--- src/hw/msr_pkg.sv ---
// constants, types and reset table for the mode decode and register map
// assumes a single clock domain and an 8-bit internal cpu register port
`default_nettype none

package msr_pkg;

    // operating modes
    typedef enum logic [2:0]
    {
        MSR_MODE_NONE = 3'b000,
        MSR_MODE_EXP1 = 3'b001,
        MSR_MODE_EXP2 = 3'b010,
        MSR_MODE_SINGLE = 3'b011,
        MSR_MODE_PROM = 3'b100
    } msr_mode_t;

    // access classes of the register area
    typedef enum logic [1:0]
    {
        MSR_ACC_RW = 2'b00,
        MSR_ACC_WO = 2'b01,
        MSR_ACC_RO = 2'b10,
        MSR_ACC_RSVD = 2'b11
    } msr_acc_t;

    // register offsets
    localparam logic [4:0] MSR_P2_DIR = 5'h01;
    localparam logic [4:0] MSR_P1_LATCH = 5'h02;
    localparam logic [4:0] MSR_P2_DATA = 5'h03;
    localparam logic [4:0] MSR_P3_DIR = 5'h04;
    localparam logic [4:0] MSR_P3_DATA = 5'h06;
    localparam logic [4:0] MSR_P4_LATCH = 5'h07;
    localparam logic [4:0] MSR_T1_CSR_A = 5'h08;
    localparam logic [4:0] MSR_FRC_HI = 5'h09;
    localparam logic [4:0] MSR_FRC_LO = 5'h0A;
    localparam logic [4:0] MSR_CMP1_HI = 5'h0B;
    localparam logic [4:0] MSR_CMP1_LO = 5'h0C;
    localparam logic [4:0] MSR_CAP_HI = 5'h0D;
    localparam logic [4:0] MSR_CAP_LO = 5'h0E;
    localparam logic [4:0] MSR_T1_CSR_B = 5'h0F;
    localparam logic [4:0] MSR_SER_RATE = 5'h10;
    localparam logic [4:0] MSR_SER_CTRL = 5'h11;
    localparam logic [4:0] MSR_SER_RXBUF = 5'h12;
    localparam logic [4:0] MSR_SER_TXBUF = 5'h13;
    localparam logic [4:0] MSR_RAM_P5_CTRL = 5'h14;
    localparam logic [4:0] MSR_P5_IN = 5'h15;
    localparam logic [4:0] MSR_P6_DIR = 5'h16;
    localparam logic [4:0] MSR_P6_DATA = 5'h17;
    localparam logic [4:0] MSR_P7_LATCH = 5'h18;
    localparam logic [4:0] MSR_CMP2_HI = 5'h19;
    localparam logic [4:0] MSR_CMP2_LO = 5'h1A;
    localparam logic [4:0] MSR_T_CSR_C = 5'h1B;
    localparam logic [4:0] MSR_T2_RELOAD = 5'h1C;
    localparam logic [4:0] MSR_T2_COUNT = 5'h1D;

    // reset values
    localparam logic [7:0] MSR_RST_P2_DIR = 8'hFC;
    localparam logic [7:0] MSR_RST_P3_DIR = 8'hFE;
    localparam logic [7:0] MSR_RST_P6_DIR = 8'h00;
    localparam logic [7:0] MSR_RST_CMP = 8'hFF;
    localparam logic [7:0] MSR_RST_ZERO = 8'h00;
    localparam logic [7:0] MSR_RST_T1_CSR_B = 8'h10;
    localparam logic [7:0] MSR_RST_T_CSR_C = 8'h20;
    localparam logic [7:0] MSR_RST_T2_RELOAD = 8'hFF;
    localparam logic [7:0] MSR_RST_SER_CTRL = 8'h20;
    localparam logic [7:0] MSR_RST_RAM_CTRL_LOW = 8'h7C;
    localparam logic [7:0] MSR_RST_RAM_CTRL_HIGH = 8'hFC;
    // value returned by write-only and reserved locations
    localparam logic [7:0] MSR_UNDEF_READ = 8'hFF;

    // field positions
    localparam int unsigned MSR_INTERNAL_RAM_ENABLE_BIT = 6;

    // memory map
    localparam logic [15:0] MSR_REG_AREA_END = 16'h001F;
    localparam logic [15:0] MSR_RAM_BASE = 16'h0040;
    localparam logic [15:0] MSR_RAM_END = 16'h00FF;
    localparam logic [15:0] MSR_ROM_BASE = 16'hF000;

    function automatic logic [7:0] msr_reset_value(input logic [4:0] idx, input logic ram_hi);
        logic [7:0] v;
        v = MSR_RST_ZERO;
        unique case (idx)
            MSR_P2_DIR: v = MSR_RST_P2_DIR;
            MSR_P3_DIR: v = MSR_RST_P3_DIR;
            MSR_P6_DIR: v = MSR_RST_P6_DIR;
            MSR_CMP1_HI, MSR_CMP1_LO, MSR_CMP2_HI, MSR_CMP2_LO: v = MSR_RST_CMP;
            MSR_T1_CSR_B: v = MSR_RST_T1_CSR_B;
            MSR_T_CSR_C: v = MSR_RST_T_CSR_C;
            MSR_T2_RELOAD: v = MSR_RST_T2_RELOAD;
            MSR_SER_CTRL: v = MSR_RST_SER_CTRL;
            MSR_RAM_P5_CTRL: v = ram_hi ? MSR_RST_RAM_CTRL_HIGH : MSR_RST_RAM_CTRL_LOW;
            default: v = MSR_RST_ZERO;
        endcase
        return v;
    endfunction

    function automatic msr_acc_t msr_access(input logic [4:0] idx);
        msr_acc_t a;
        a = MSR_ACC_RSVD;
        unique case (idx)
            MSR_P2_DIR, MSR_P3_DIR, MSR_P6_DIR, MSR_SER_TXBUF, MSR_T2_RELOAD: a = MSR_ACC_WO;
            MSR_CAP_HI, MSR_CAP_LO, MSR_SER_RXBUF, MSR_P5_IN: a = MSR_ACC_RO;
            MSR_P1_LATCH, MSR_P2_DATA, MSR_P3_DATA, MSR_P4_LATCH, MSR_T1_CSR_A,
            MSR_FRC_HI, MSR_FRC_LO, MSR_CMP1_HI, MSR_CMP1_LO, MSR_T1_CSR_B,
            MSR_SER_RATE, MSR_SER_CTRL, MSR_RAM_P5_CTRL, MSR_P6_DATA, MSR_P7_LATCH,
            MSR_CMP2_HI, MSR_CMP2_LO, MSR_T_CSR_C, MSR_T2_COUNT: a = MSR_ACC_RW;
            default: a = MSR_ACC_RSVD;
        endcase
        return a;
    endfunction

endpackage

`default_nettype wire

--- src/hw/msr_regmap.sv ---
// operating mode decode and internal register area of the microcomputer
// assumes the cpu core presents one-cycle read and write strobes on clk
//
// Summary of operation
// - mode pins plus standby select the mode
// - mode 1: rom off, external vectors, 65k
// - mode 2: rom and vectors internal, 61k
// - mode 3: no external access, ports general
// - prom mode holds processor inactive
// - expanded modes: ports 3,1,4,7 form bus
// - rom-less variant supports only mode 1
// - addresses 0 to 31 are register area
// - direction registers write-only, reset fc/fe/00
// - both compare registers reset to ff
// - capture read-only; counter, csr a zero
// - timer csr b resets to 10
// - csr c 20, reload wo ff, count 00
// - serial ctrl 20; rx ro, tx wo, zero
// - ram/port5 ctrl 7c or fc; port5 read-only
// - ram enable bit 6 gates internal ram
`timescale 1ns/10ps
`default_nettype none

module msr_regmap
#(
    parameter bit HAS_ROM = 1'b1,
    parameter bit RAM_CTRL_RESET_HIGH = 1'b0
)
(
    input wire logic clk,
    input wire logic rst,
    input wire logic mode_select_pin_a,
    input wire logic mode_select_pin_b,
    input wire logic standby_input,
    input wire logic [7:0] port5_pins,
    input wire logic [15:0] cpu_addr,
    input wire logic cpu_rd,
    input wire logic cpu_wr,
    input wire logic [7:0] cpu_wdata,
    input wire logic [15:0] capture_value,
    input wire logic [7:0] rx_data,
    output logic [7:0] cpu_rdata_q,
    output logic cpu_rvalid_q,
    output logic reg_hit_q,
    output logic ext_access_q,
    output logic rom_access_q,
    output logic ram_access_q,
    output msr_pkg::msr_mode_t mode_q,
    output logic rom_enable_q,
    output logic ext_vectors_q,
    output logic ext_bus_enable_q,
    output logic cpu_hold_q,
    output logic internal_ram_enable_q,
    output logic [7:0] port2_dir_q,
    output logic [7:0] port3_dir_q,
    output logic [7:0] port6_dir_q
);

    // ********************************************
    // pin synchronisers
    // ********************************************
    logic [2:0] pins_meta_q;
    logic [2:0] pins_sync_q;
    logic [7:0] p5_meta_q;
    logic [7:0] p5_sync_q;

    always_ff @(posedge clk or posedge rst)
    begin
        if (rst)
        begin
            pins_meta_q <= 3'h7;
            pins_sync_q <= 3'h7;
            p5_meta_q <= 8'h00;
            p5_sync_q <= 8'h00;
        end
        else
        begin
            pins_meta_q <= {standby_input, mode_select_pin_b, mode_select_pin_a};
            pins_sync_q <= pins_meta_q;
            p5_meta_q <= port5_pins;
            p5_sync_q <= p5_meta_q;
        end
    end

    // ********************************************
    // mode decode
    // ********************************************
    msr_pkg::msr_mode_t mode_d;

    always_comb
    begin
        unique case (pins_sync_q[1:0])
            2'b01: mode_d = msr_pkg::MSR_MODE_EXP1;
            2'b10: mode_d = msr_pkg::MSR_MODE_EXP2;
            2'b11: mode_d = msr_pkg::MSR_MODE_SINGLE;
            default: mode_d = pins_sync_q[2] ? msr_pkg::MSR_MODE_NONE
                                             : msr_pkg::MSR_MODE_PROM;
        endcase
        if (!HAS_ROM)
        begin
            mode_d = msr_pkg::MSR_MODE_EXP1;
        end
    end

    always_ff @(posedge clk or posedge rst)
    begin
        if (rst)
        begin
            mode_q <= msr_pkg::MSR_MODE_NONE;
            rom_enable_q <= 1'b0;
            ext_vectors_q <= 1'b0;
            ext_bus_enable_q <= 1'b0;
            cpu_hold_q <= 1'b1;
        end
        else
        begin
            mode_q <= mode_d;
            // mode 1 fetches vectors outside, others inside
            rom_enable_q <= (mode_d == msr_pkg::MSR_MODE_EXP2)
                            || (mode_d == msr_pkg::MSR_MODE_SINGLE);
            ext_vectors_q <= (mode_d == msr_pkg::MSR_MODE_EXP1);
            // ports 3/1/4/7 carry data, address and strobes
            ext_bus_enable_q <= (mode_d == msr_pkg::MSR_MODE_EXP1)
                                || (mode_d == msr_pkg::MSR_MODE_EXP2);
            cpu_hold_q <= (mode_d == msr_pkg::MSR_MODE_PROM)
                          || (mode_d == msr_pkg::MSR_MODE_NONE);
        end
    end

    // ********************************************
    // address region decode
    // ********************************************
    logic in_regs;
    logic in_ram;
    logic in_rom;

    assign in_regs = (cpu_addr <= msr_pkg::MSR_REG_AREA_END);
    assign in_ram = (cpu_addr >= msr_pkg::MSR_RAM_BASE) && (cpu_addr <= msr_pkg::MSR_RAM_END);
    assign in_rom = (cpu_addr >= msr_pkg::MSR_ROM_BASE);

    always_ff @(posedge clk or posedge rst)
    begin
        if (rst)
        begin
            reg_hit_q <= 1'b0;
            ram_access_q <= 1'b0;
            rom_access_q <= 1'b0;
            ext_access_q <= 1'b0;
        end
        else if ((cpu_rd || cpu_wr) && !cpu_hold_q)
        begin
            reg_hit_q <= in_regs;
            // disabled ram is neither read nor written
            ram_access_q <= in_ram && internal_ram_enable_q;
            // rom window takes the top 4k only when enabled
            rom_access_q <= in_rom && rom_enable_q;
            ext_access_q <= ext_bus_enable_q && !in_regs
                            && !(in_ram && internal_ram_enable_q)
                            && !(in_rom && rom_enable_q);
        end
        else
        begin
            reg_hit_q <= 1'b0;
            ram_access_q <= 1'b0;
            rom_access_q <= 1'b0;
            ext_access_q <= 1'b0;
        end
    end

    // ********************************************
    // register storage
    // ********************************************
    logic [7:0] regs_q [32];
    logic reg_wr;
    logic reg_rd;
    logic [4:0] idx;

    assign idx = cpu_addr[4:0];
    assign reg_wr = cpu_wr && in_regs && !cpu_hold_q;
    assign reg_rd = cpu_rd && in_regs && !cpu_hold_q;

    always_ff @(posedge clk or posedge rst)
    begin
        if (rst)
        begin
            for (int i = 0; i < 32; i++)
            begin
                regs_q[i] <= msr_pkg::msr_reset_value(5'(i), RAM_CTRL_RESET_HIGH);
            end
        end
        else if (reg_wr)
        begin
            // read-only and reserved locations drop the write
            if ((msr_pkg::msr_access(idx) == msr_pkg::MSR_ACC_RW)
                || (msr_pkg::msr_access(idx) == msr_pkg::MSR_ACC_WO))
            begin
                regs_q[idx] <= cpu_wdata;
            end
        end
    end

    // ********************************************
    // read path
    // ********************************************
    logic [7:0] rd_d;

    always_comb
    begin
        unique case (msr_pkg::msr_access(idx))
            msr_pkg::MSR_ACC_RW: rd_d = regs_q[idx];
            msr_pkg::MSR_ACC_WO: rd_d = msr_pkg::MSR_UNDEF_READ;
            msr_pkg::MSR_ACC_RO:
            begin
                unique case (idx)
                    msr_pkg::MSR_CAP_HI: rd_d = capture_value[15:8];
                    msr_pkg::MSR_CAP_LO: rd_d = capture_value[7:0];
                    msr_pkg::MSR_SER_RXBUF: rd_d = rx_data;
                    default: rd_d = p5_sync_q;
                endcase
            end
            default: rd_d = msr_pkg::MSR_UNDEF_READ;
        endcase
    end

    always_ff @(posedge clk or posedge rst)
    begin
        if (rst)
        begin
            cpu_rdata_q <= 8'h00;
            cpu_rvalid_q <= 1'b0;
        end
        else
        begin
            cpu_rvalid_q <= reg_rd;
            if (reg_rd)
            begin
                cpu_rdata_q <= rd_d;
            end
        end
    end

    // ********************************************
    // control outputs mirrored from the map
    // ********************************************
    always_ff @(posedge clk or posedge rst)
    begin
        if (rst)
        begin
            internal_ram_enable_q <= 1'b1;
            port2_dir_q <= msr_pkg::MSR_RST_P2_DIR;
            port3_dir_q <= msr_pkg::MSR_RST_P3_DIR;
            port6_dir_q <= msr_pkg::MSR_RST_P6_DIR;
        end
        else
        begin
            internal_ram_enable_q <= regs_q[msr_pkg::MSR_RAM_P5_CTRL][msr_pkg::MSR_INTERNAL_RAM_ENABLE_BIT];
            port2_dir_q <= regs_q[msr_pkg::MSR_P2_DIR];
            port3_dir_q <= regs_q[msr_pkg::MSR_P3_DIR];
            port6_dir_q <= regs_q[msr_pkg::MSR_P6_DIR];
        end
    end

endmodule

`default_nettype wire

--- config.mk ---
export PLATFORM = sky130hd
export DESIGN_NAME = msr_regmap
export DESIGN_NICKNAME = d
export VERILOG_FILES = /design/src/hw/msr_pkg.sv /design/src/hw/msr_regmap.sv
export SDC_FILE = /design/constraint.sdc
export NUM_CORES = 1
export LEC_CHECK = 0
export ABC_CLOCK_PERIOD_IN_PS = 11400
export BUFFER_PORTS_ARGS = -buffer_cell sky130_fd_sc_hd__buf_2
export CORE_ASPECT_RATIO = 1.1
export CORE_MARGIN = 4
export CORE_UTILIZATION = 44
export DETAILED_ROUTE_END_ITERATION = 12
export HOLD_SLACK_MARGIN = 0.02
export REMOVE_ABC_BUFFERS = 1
export SYNTH_ARGS = -nofsm -noshare
export SYNTH_HDL_FRONTEND = slang
export SYNTH_SLANG_ARGS = --single-unit
--- constraint.sdc ---
create_clock -name clk -period 11.4 [get_ports clk]
set_input_delay 0 -clock clk [delete_from_list [all_inputs] [get_ports clk]]
set_output_delay 0 -clock clk [all_outputs]
set_load 0.02 [all_outputs]
Word-level counts from Yosys, hierarchy flattened
Memories as Yosys holds them, arrays and structs flattened.
Index checks and enable logic that the tools add are counted.
{ "word_totals": {"register_bits": 323, "mem_bits_ro": 192, "inputBits": 63, "mem_count": 3} }
{ "memory_table": {"columns": ["memory", "depth", "width", "rd", "rd_ports_with_merged_regs", "wr", "line_no", "rtl"], "rows": [
  ["(no name shown)", 32, 2, 1, 0, 0, "msr_pkg.sv:101", "unique case (idx)"],
  ["(no name shown)", 32, 2, 1, 0, 0, "msr_pkg.sv:101", null],
  ["(no name shown)", 32, 2, 1, 0, 0, "msr_pkg.sv:101", null]
]} }
{ "classes": {"n_lt_le_gt_ge": 6, "eq_ne": 12, "muxes": 16, "bitwise": 1, "n_reduce_logical": 25} }
{ "op_table": {"columns": ["op", "count"], "rows": [
  ["bitwise mux 256 bit", 1],
  ["binary-select mux 8 bit (select 5 bit)", 1],
  ["demux 8 bit (select 5 bit)", 1],
  ["2-to-1 mux 8 bit", 3],
  ["case mux 8 bit (3 select lines)", 1],
  [">= comparator 16 bit, second input constant", 1],
  [">= comparator 16 x 7 -> 1 bit, second input constant", 1],
  ["less-or-equal comparator 16 x 5 -> 1 bit, second input constant", 1],
  ["less-or-equal comparator 16 x 8 -> 1 bit, second input constant", 1],
  ["case mux 8 bit (2 select lines)", 1],
  ["logical AND 1 bit", 12],
  ["== test 5 x 4 -> 1 bit, second input constant", 2],
  ["case mux 3 bit (3 select lines)", 1],
  ["== test 2 bit, second input constant", 3],
  ["== test 3 x 2 -> 1 bit, second input constant", 2],
  [">= comparator 6 bit, second input constant", 1],
  ["less-than comparator 6 x 1 -> 1 bit, second input constant", 1],
  ["NOT 5 -> 6 bit", 1],
  ["== test 5 bit, second input constant", 1],
  ["logical OR 1 bit", 5],
  ["== test 2 x 1 -> 1 bit, second input constant", 2],
  ["logical NOT 1 bit", 4],
  ["logical NOT 2 bit", 2],
  ["2-to-1 mux 1 bit", 4],
  ["6 further kinds", 7]
]} }

Longest topological paths before layout
{ "depth": {"ltp_word": 7, "ltp_mapped": 13, "mapped_depth_nobuf": 8} }

Worst setup path after synthesis
OpenSTA, ideal clock, no wires.
{ "synth_path": {"path_kind": "input to register", "startpoint": "input port cpu_addr[0]", "endpoint": "register regs_q[16] in the netlist's numbering", "arrival_ns": 2.580, "t_required_ns": 11.275, "setup_slack_ns": 8.695, "path_stages": 12, "n_path_buf": 4, "path_cell_list": "buf_2 > buf_4 > buf_4 > buf_4 > inv_1 > ha_1 > a31oi_1 > o21ai_1 > a21oi_4 > nand3_4 > nor2_8 > mux2_4"} }
{ "synth_via": {"elab_chain_cells": 6} }
{ "synth_lines": {"columns": ["element", "line_no", "rtl"], "rows": [
  ["start: declaration", "msr_regmap.sv:36", "input wire logic [15:0] cpu_addr,"],
  ["NOT 5 -> 6 bit (not written as such)", "msr_regmap.sv:197", "regs_q[idx] <= cpu_wdata;"],
  [">= comparator 6 bit (not written as such) / less-than comparator 6 x 1 -> 1 bit (equally long branches)", "msr_regmap.sv:197", null],
  ["logical AND 1 bit (not written as such)", "msr_regmap.sv:197", null],
  ["2-to-1 mux 8 bit (not written as such)", "msr_regmap.sv:197", null],
  ["demux 8 bit (select 5 bit)", "msr_regmap.sv:197", null],
  ["bitwise mux 256 bit", "msr_regmap.sv:197", null],
  ["end signal: indexed assignment", "msr_regmap.sv:188", "regs_q[i] <= msr_pkg::msr_reset_value(5'(i), RAM_CTRL_RESET_HIGH);"],
  ["end signal: indexed assignment", "msr_regmap.sv:197", null],
  ["end: declaration", "msr_regmap.sv:173", "logic [7:0] regs_q [32];"]
]} }
Several ways; a longest one is shown, not always the timed one. The select of a mux whose other input is x is not followed.
A chain may end at the register's enable or synchronous reset.

Final worst setup path
{ "layout_path": {"startpoint": "input port cpu_addr[1]", "endpoint": "register regs_q[171] in the netlist's numbering"} }
The elaborated chain is that of the path after synthesis.

==> results summary <==
The via count of the first global-routing pass came out at 8,873. The first global-routing pass estimated approximately 54 mm of wire. The total length of routed wires came out at between 30 and 40 mm. Setup repair after global routing left no endpoint under its margin.

The count of non-filler cells in the finished layout is 1,489. The cell at the slowest stage of the critical path is sky130_fd_sc_hd__buf_2. Hold repair after CTS inserted 33 buffers. The number of design-rule violations left by the first detailed-router iteration is 440. The number of instances in the synthesized netlist is around 950. The relative contribution of the clock network to total power is 0.458. The ratio of routed vias to standard cells came out at 5.56. The total power consumption of the routed design came out at roughly 0.0024 W. IR analysis of the VDD net gives a maximum drop of 0.0000759 V.

The area enclosed by the die boundary came out at 35,500 um2. The final setup violation count is 0. Internal power comes to 0.00184 W. The count of cells resized by post-cts repair is 0.

STA puts the critical path data required time at 11.77 ns. The number of buffer cells added on primary ports came out at 107. The number of enable-type register cells in the synthesized netlist is 0. In this run the clock root is driven by a sky130_fd_sc_hd__clkbuf_16. Buffers added to address setup during post-CTS repair amount to 0. The top flip-flop cell by instance count after synthesis is sky130_fd_sc_hd__dfrtp_1.

Of the cells placed in the final design, the portion with a size suffix greater than 1 is 0.525. The combinational fraction of design power is 0.053. In the final routed layout, each cell accounts on average for 23.7 um. The switching power of the nets is about 0.00053 W. Entering global routing, the biggest net connects 181 pins. The area of all placed cells without fillers is 16,500 um2. The total leakage power came out at 7.76 nW. The power per unit of standard cell area is roughly 140 nW/um2.

The DRC violation count after routing is 0. For the worst setup path, the data arrival time is 3.72 ns. The I/O pin count came out at ~110.

The post-route antenna net violation count came out at 0. The total core area came out at 31,700 um2. The ratio of final minimum period to clock period came out at 0.293.

For this run, the slowest stage of the critical path takes slightly above 0.6 ns. The detailed-router iteration count before antenna repair is 4. The register bit count reported by yosys is 323. The share of the yosys chip area belonging to registers came out at 0.572. The area share of the largest cell type after synthesis is 0.422. The worst setup path is captured at a flip-flop.

The number of antenna violations at the first check in global routing is 1. The synthesis-to-layout area growth came out at 15.3%. The H-tree was split into 2 levels. For this run, the top clock speed supported by timing is 0.299 GHz. The relative max-transition margin is 0.290. The die is between 150 and 200 um tall. For the pin with the worst max-slew slack, the measured transition is 1.07 ns. The standard-cell row count came out at 68. The post-synthesis instance area is about 14,000 um2. The register clock-pin slew on the reported worst setup and hold paths is around 0.070 ns. The layout net count came out at about 1,100.

The signal on the critical path passes through buf_2 -> clkinv_1 -> ha_1 -> mux2i_1 -> o21ai_1 -> a21oi_4 -> nand3b_1 -> nor2_4 -> mux2_2. The worst setup slack before clock tree synthesis is ~7.6 ns. Clock skew on the completed layout was measured at roughly 0.024 ns. Clock tree synthesis inserted a total of 34 buffers.

The tightest min-delay check is of the input pin to flip-flop type. For this run, the number of Yosys warnings is 0. Of all nets on the critical path, the largest fanout is 28. The starting utilization of the core area came out at 0.451. The number of hold violations in the final report is 0.

The combined global-route utilization of all metal layers is 0.198. Once placement finished, the instance area stood at 15,100 um2. The cell count after placement came out at approximately 1,400. CTS saw about 320 sinks. The max-cap check violation count is 0. The insertion delay to the later sink of the worst-skew pair came out at between 0.5 and 0.6 ns. In the post-synthesis netlist, the cell with the most instances is sky130_fd_sc_hd__dfrtp_1. The critical setup path kind is input pin to flip-flop.

The flow ran to the end, and the final reports show no timing, DRC or antenna violations. In the post-synthesis netlist, the biggest area contributors are sky130_fd_sc_hd__dfrtp_1 42%, sky130_fd_sc_hd__mux2_2 17%, sky130_fd_sc_hd__dfstp_2 15%, sky130_fd_sc_hd__mux4_2 8.5%, sky130_fd_sc_hd__mux2_4 1.7%. The CTS tree is done. The global-route congestion overflow total is 0. Counting flops with an async set or reset pin after synthesis yields a share of 1.00. The minimum clock period after layout is ~3.3 ns. Of all cell types, the one taking the most synthesized area is sky130_fd_sc_hd__dfrtp_1. The startpoint class of the critical path is an input pin.

The clock passes through at most 3 buffers. The total vias in the final route came out at ~8,300. The sum of net half-perimeters after detailed placement came out at 22.6 mm. Of the total power, the share spent switching nets is 0.224. The final weighted congestion in routability-driven placement is 0.815.

The number of distinct standard cells referenced by the synthesized netlist came out at 60. The final-report max-slew violation count came out at 0. A synthesized cell averages 15.0 um2. 0 antenna diodes ended up in the layout. After synthesis, the most frequently instantiated cells are 241 x sky130_fd_sc_hd__dfrtp_1, 210 x sky130_fd_sc_hd__mux2_2, 82 x sky130_fd_sc_hd__dfstp_2, 61 x sky130_fd_sc_hd__clkbuf_1, 54 x sky130_fd_sc_hd__mux4_2. The final worst-path setup slack is approximately 8.1 ns. The proportion of power drawn by flip-flops and latches came out at 0.489. After routing, the total negative slack on setup checks comes to 0 ns.

The die boundary width came out at roughly 180 um.
-- routing by layer --
metal | part of all wire | up-vias | global-route usage
met5 | 0 | - | 0
met4 | 0.035 | 0 | 0.0672
met3 | 0.040 | 62 | 0.0359
met2 | 0.49 | 176 | 0.327
met1 | 0.44 | 4400 | 0.267
li1 | - | 3647 | -
-- cell families after synthesis --
family                     count (synthesis)  share of synthesized area
AOI/OAI and AO/OA                         76                     0.0409
muxes                                    303                      0.283
DFF                                      323                      0.572
adders and majority gates                  9                    0.00787
and+or+nand+nor                          144                     0.0679
buffers and inverters                     97                     0.0277
-- power by group through the flow --
stage,sequential (W),clock [W],combinational [W]
4_1_cts,0.00116,0.00111,0.000128
5_1_grt,0.00116,0.00116,0.000137
3_3_place_gp,0.00118,0,0.000120
2_1_floorplan,0.00118,0,0.0000486
3_5_place_dp,0.00118,0,0.000120
6_report,0.00116,0.00108,0.000125
-- worst paths after layout --
check	endpoint	start	slack, ns	cells past startpoint
worst min register to register	p5_sync_q[5]	p5_meta_q[5]	0.35	0
worst max register to register	regs_q[171]	cpu_hold_q	8.54	6
worst min-delay path	cpu_rdata_q[4]	capture_value[4]	0.04	5
min in group asynchronous	ext_vectors_q	rst	0.23	3
max in group asynchronous	regs_q[177]	rst	9.66	4
worst max-delay path	regs_q[171]	cpu_addr[1]	8.06	9
-- sequential cells by signal, indices dropped and copies added (netlist names) --
register,cells
port3_dir_q,8
p5_sync_q,8
p5_meta_q,8
reg_hit_q,1
rom_access_q,1
cpu_hold_q,1
ram_access_q,1
port6_dir_q,8
mode_q,3
cpu_rdata_q,8
cpu_rvalid_q,1
ext_vectors_q,1
port2_dir_q,8
pins_sync_q,3
ext_bus_enable_q,1
regs_q,256
rom_enable_q,1
pins_meta_q,3
ext_access_q,1
internal_ram_enable_q,1
-- final cells by class --
type / count / area (um2)
multi-input combinational: 532 / 5720
timing repair buffer: 146 / 926
sequential: 323 / 8190
tap: 420 / 526
clock inverter: 7 / 63.8
inverter: 7 / 33.8
fill: 2680 / 15200
clock buffer: 54 / 1030
-- critical path, delay by kind of cell --
kind | cells | cell delay, ns
buf+inv | 2 | 1.15
simple gates | 2 | 1.07
mux | 2 | 0.56
compound gates | 2 | 0.45
fa+ha+maj | 1 | 0.41
-- cell usage in the layout (no fill, tap or decap), drive strengths merged, types with 3 or more instances in the layout --
master,Yosys,layout
inv,5,6
nor2,55,55
o221ai,4,4
mux2,227,227
nor2b,7,7
clkbuf,61,54
a211oi,7,7
nor3,13,13
clkinv,2,7
mux2i,22,22
ha,9,9
nor4,6,6
a21oi,11,11
nand2,33,33
o21ai,4,4
a2111oi,3,3
buf,29,113
a22oi,10,10
dlygate4sd3,0,33
a31oi,5,5
dfstp,82,82
nand3,8,8
nand2b,6,6
a22o,17,17
mux4,54,54
dfrtp,241,241
-- stage by stage --
| stage | utilization | hold slack, ns |
|---|---|---|
| 6_report | 0.519 | 0.0413 |
| 5_1_grt | 0.519 | 0.0644 |
| 4_1_cts | 0.519 | 0.0412 |
| 3_5_place_dp | 0.475 | 0.109 |
| 3_3_place_gp | 0.475 | 0.110 |
| 2_1_floorplan | - | 0.00448 |
Power figures use the tool's default switching activity.
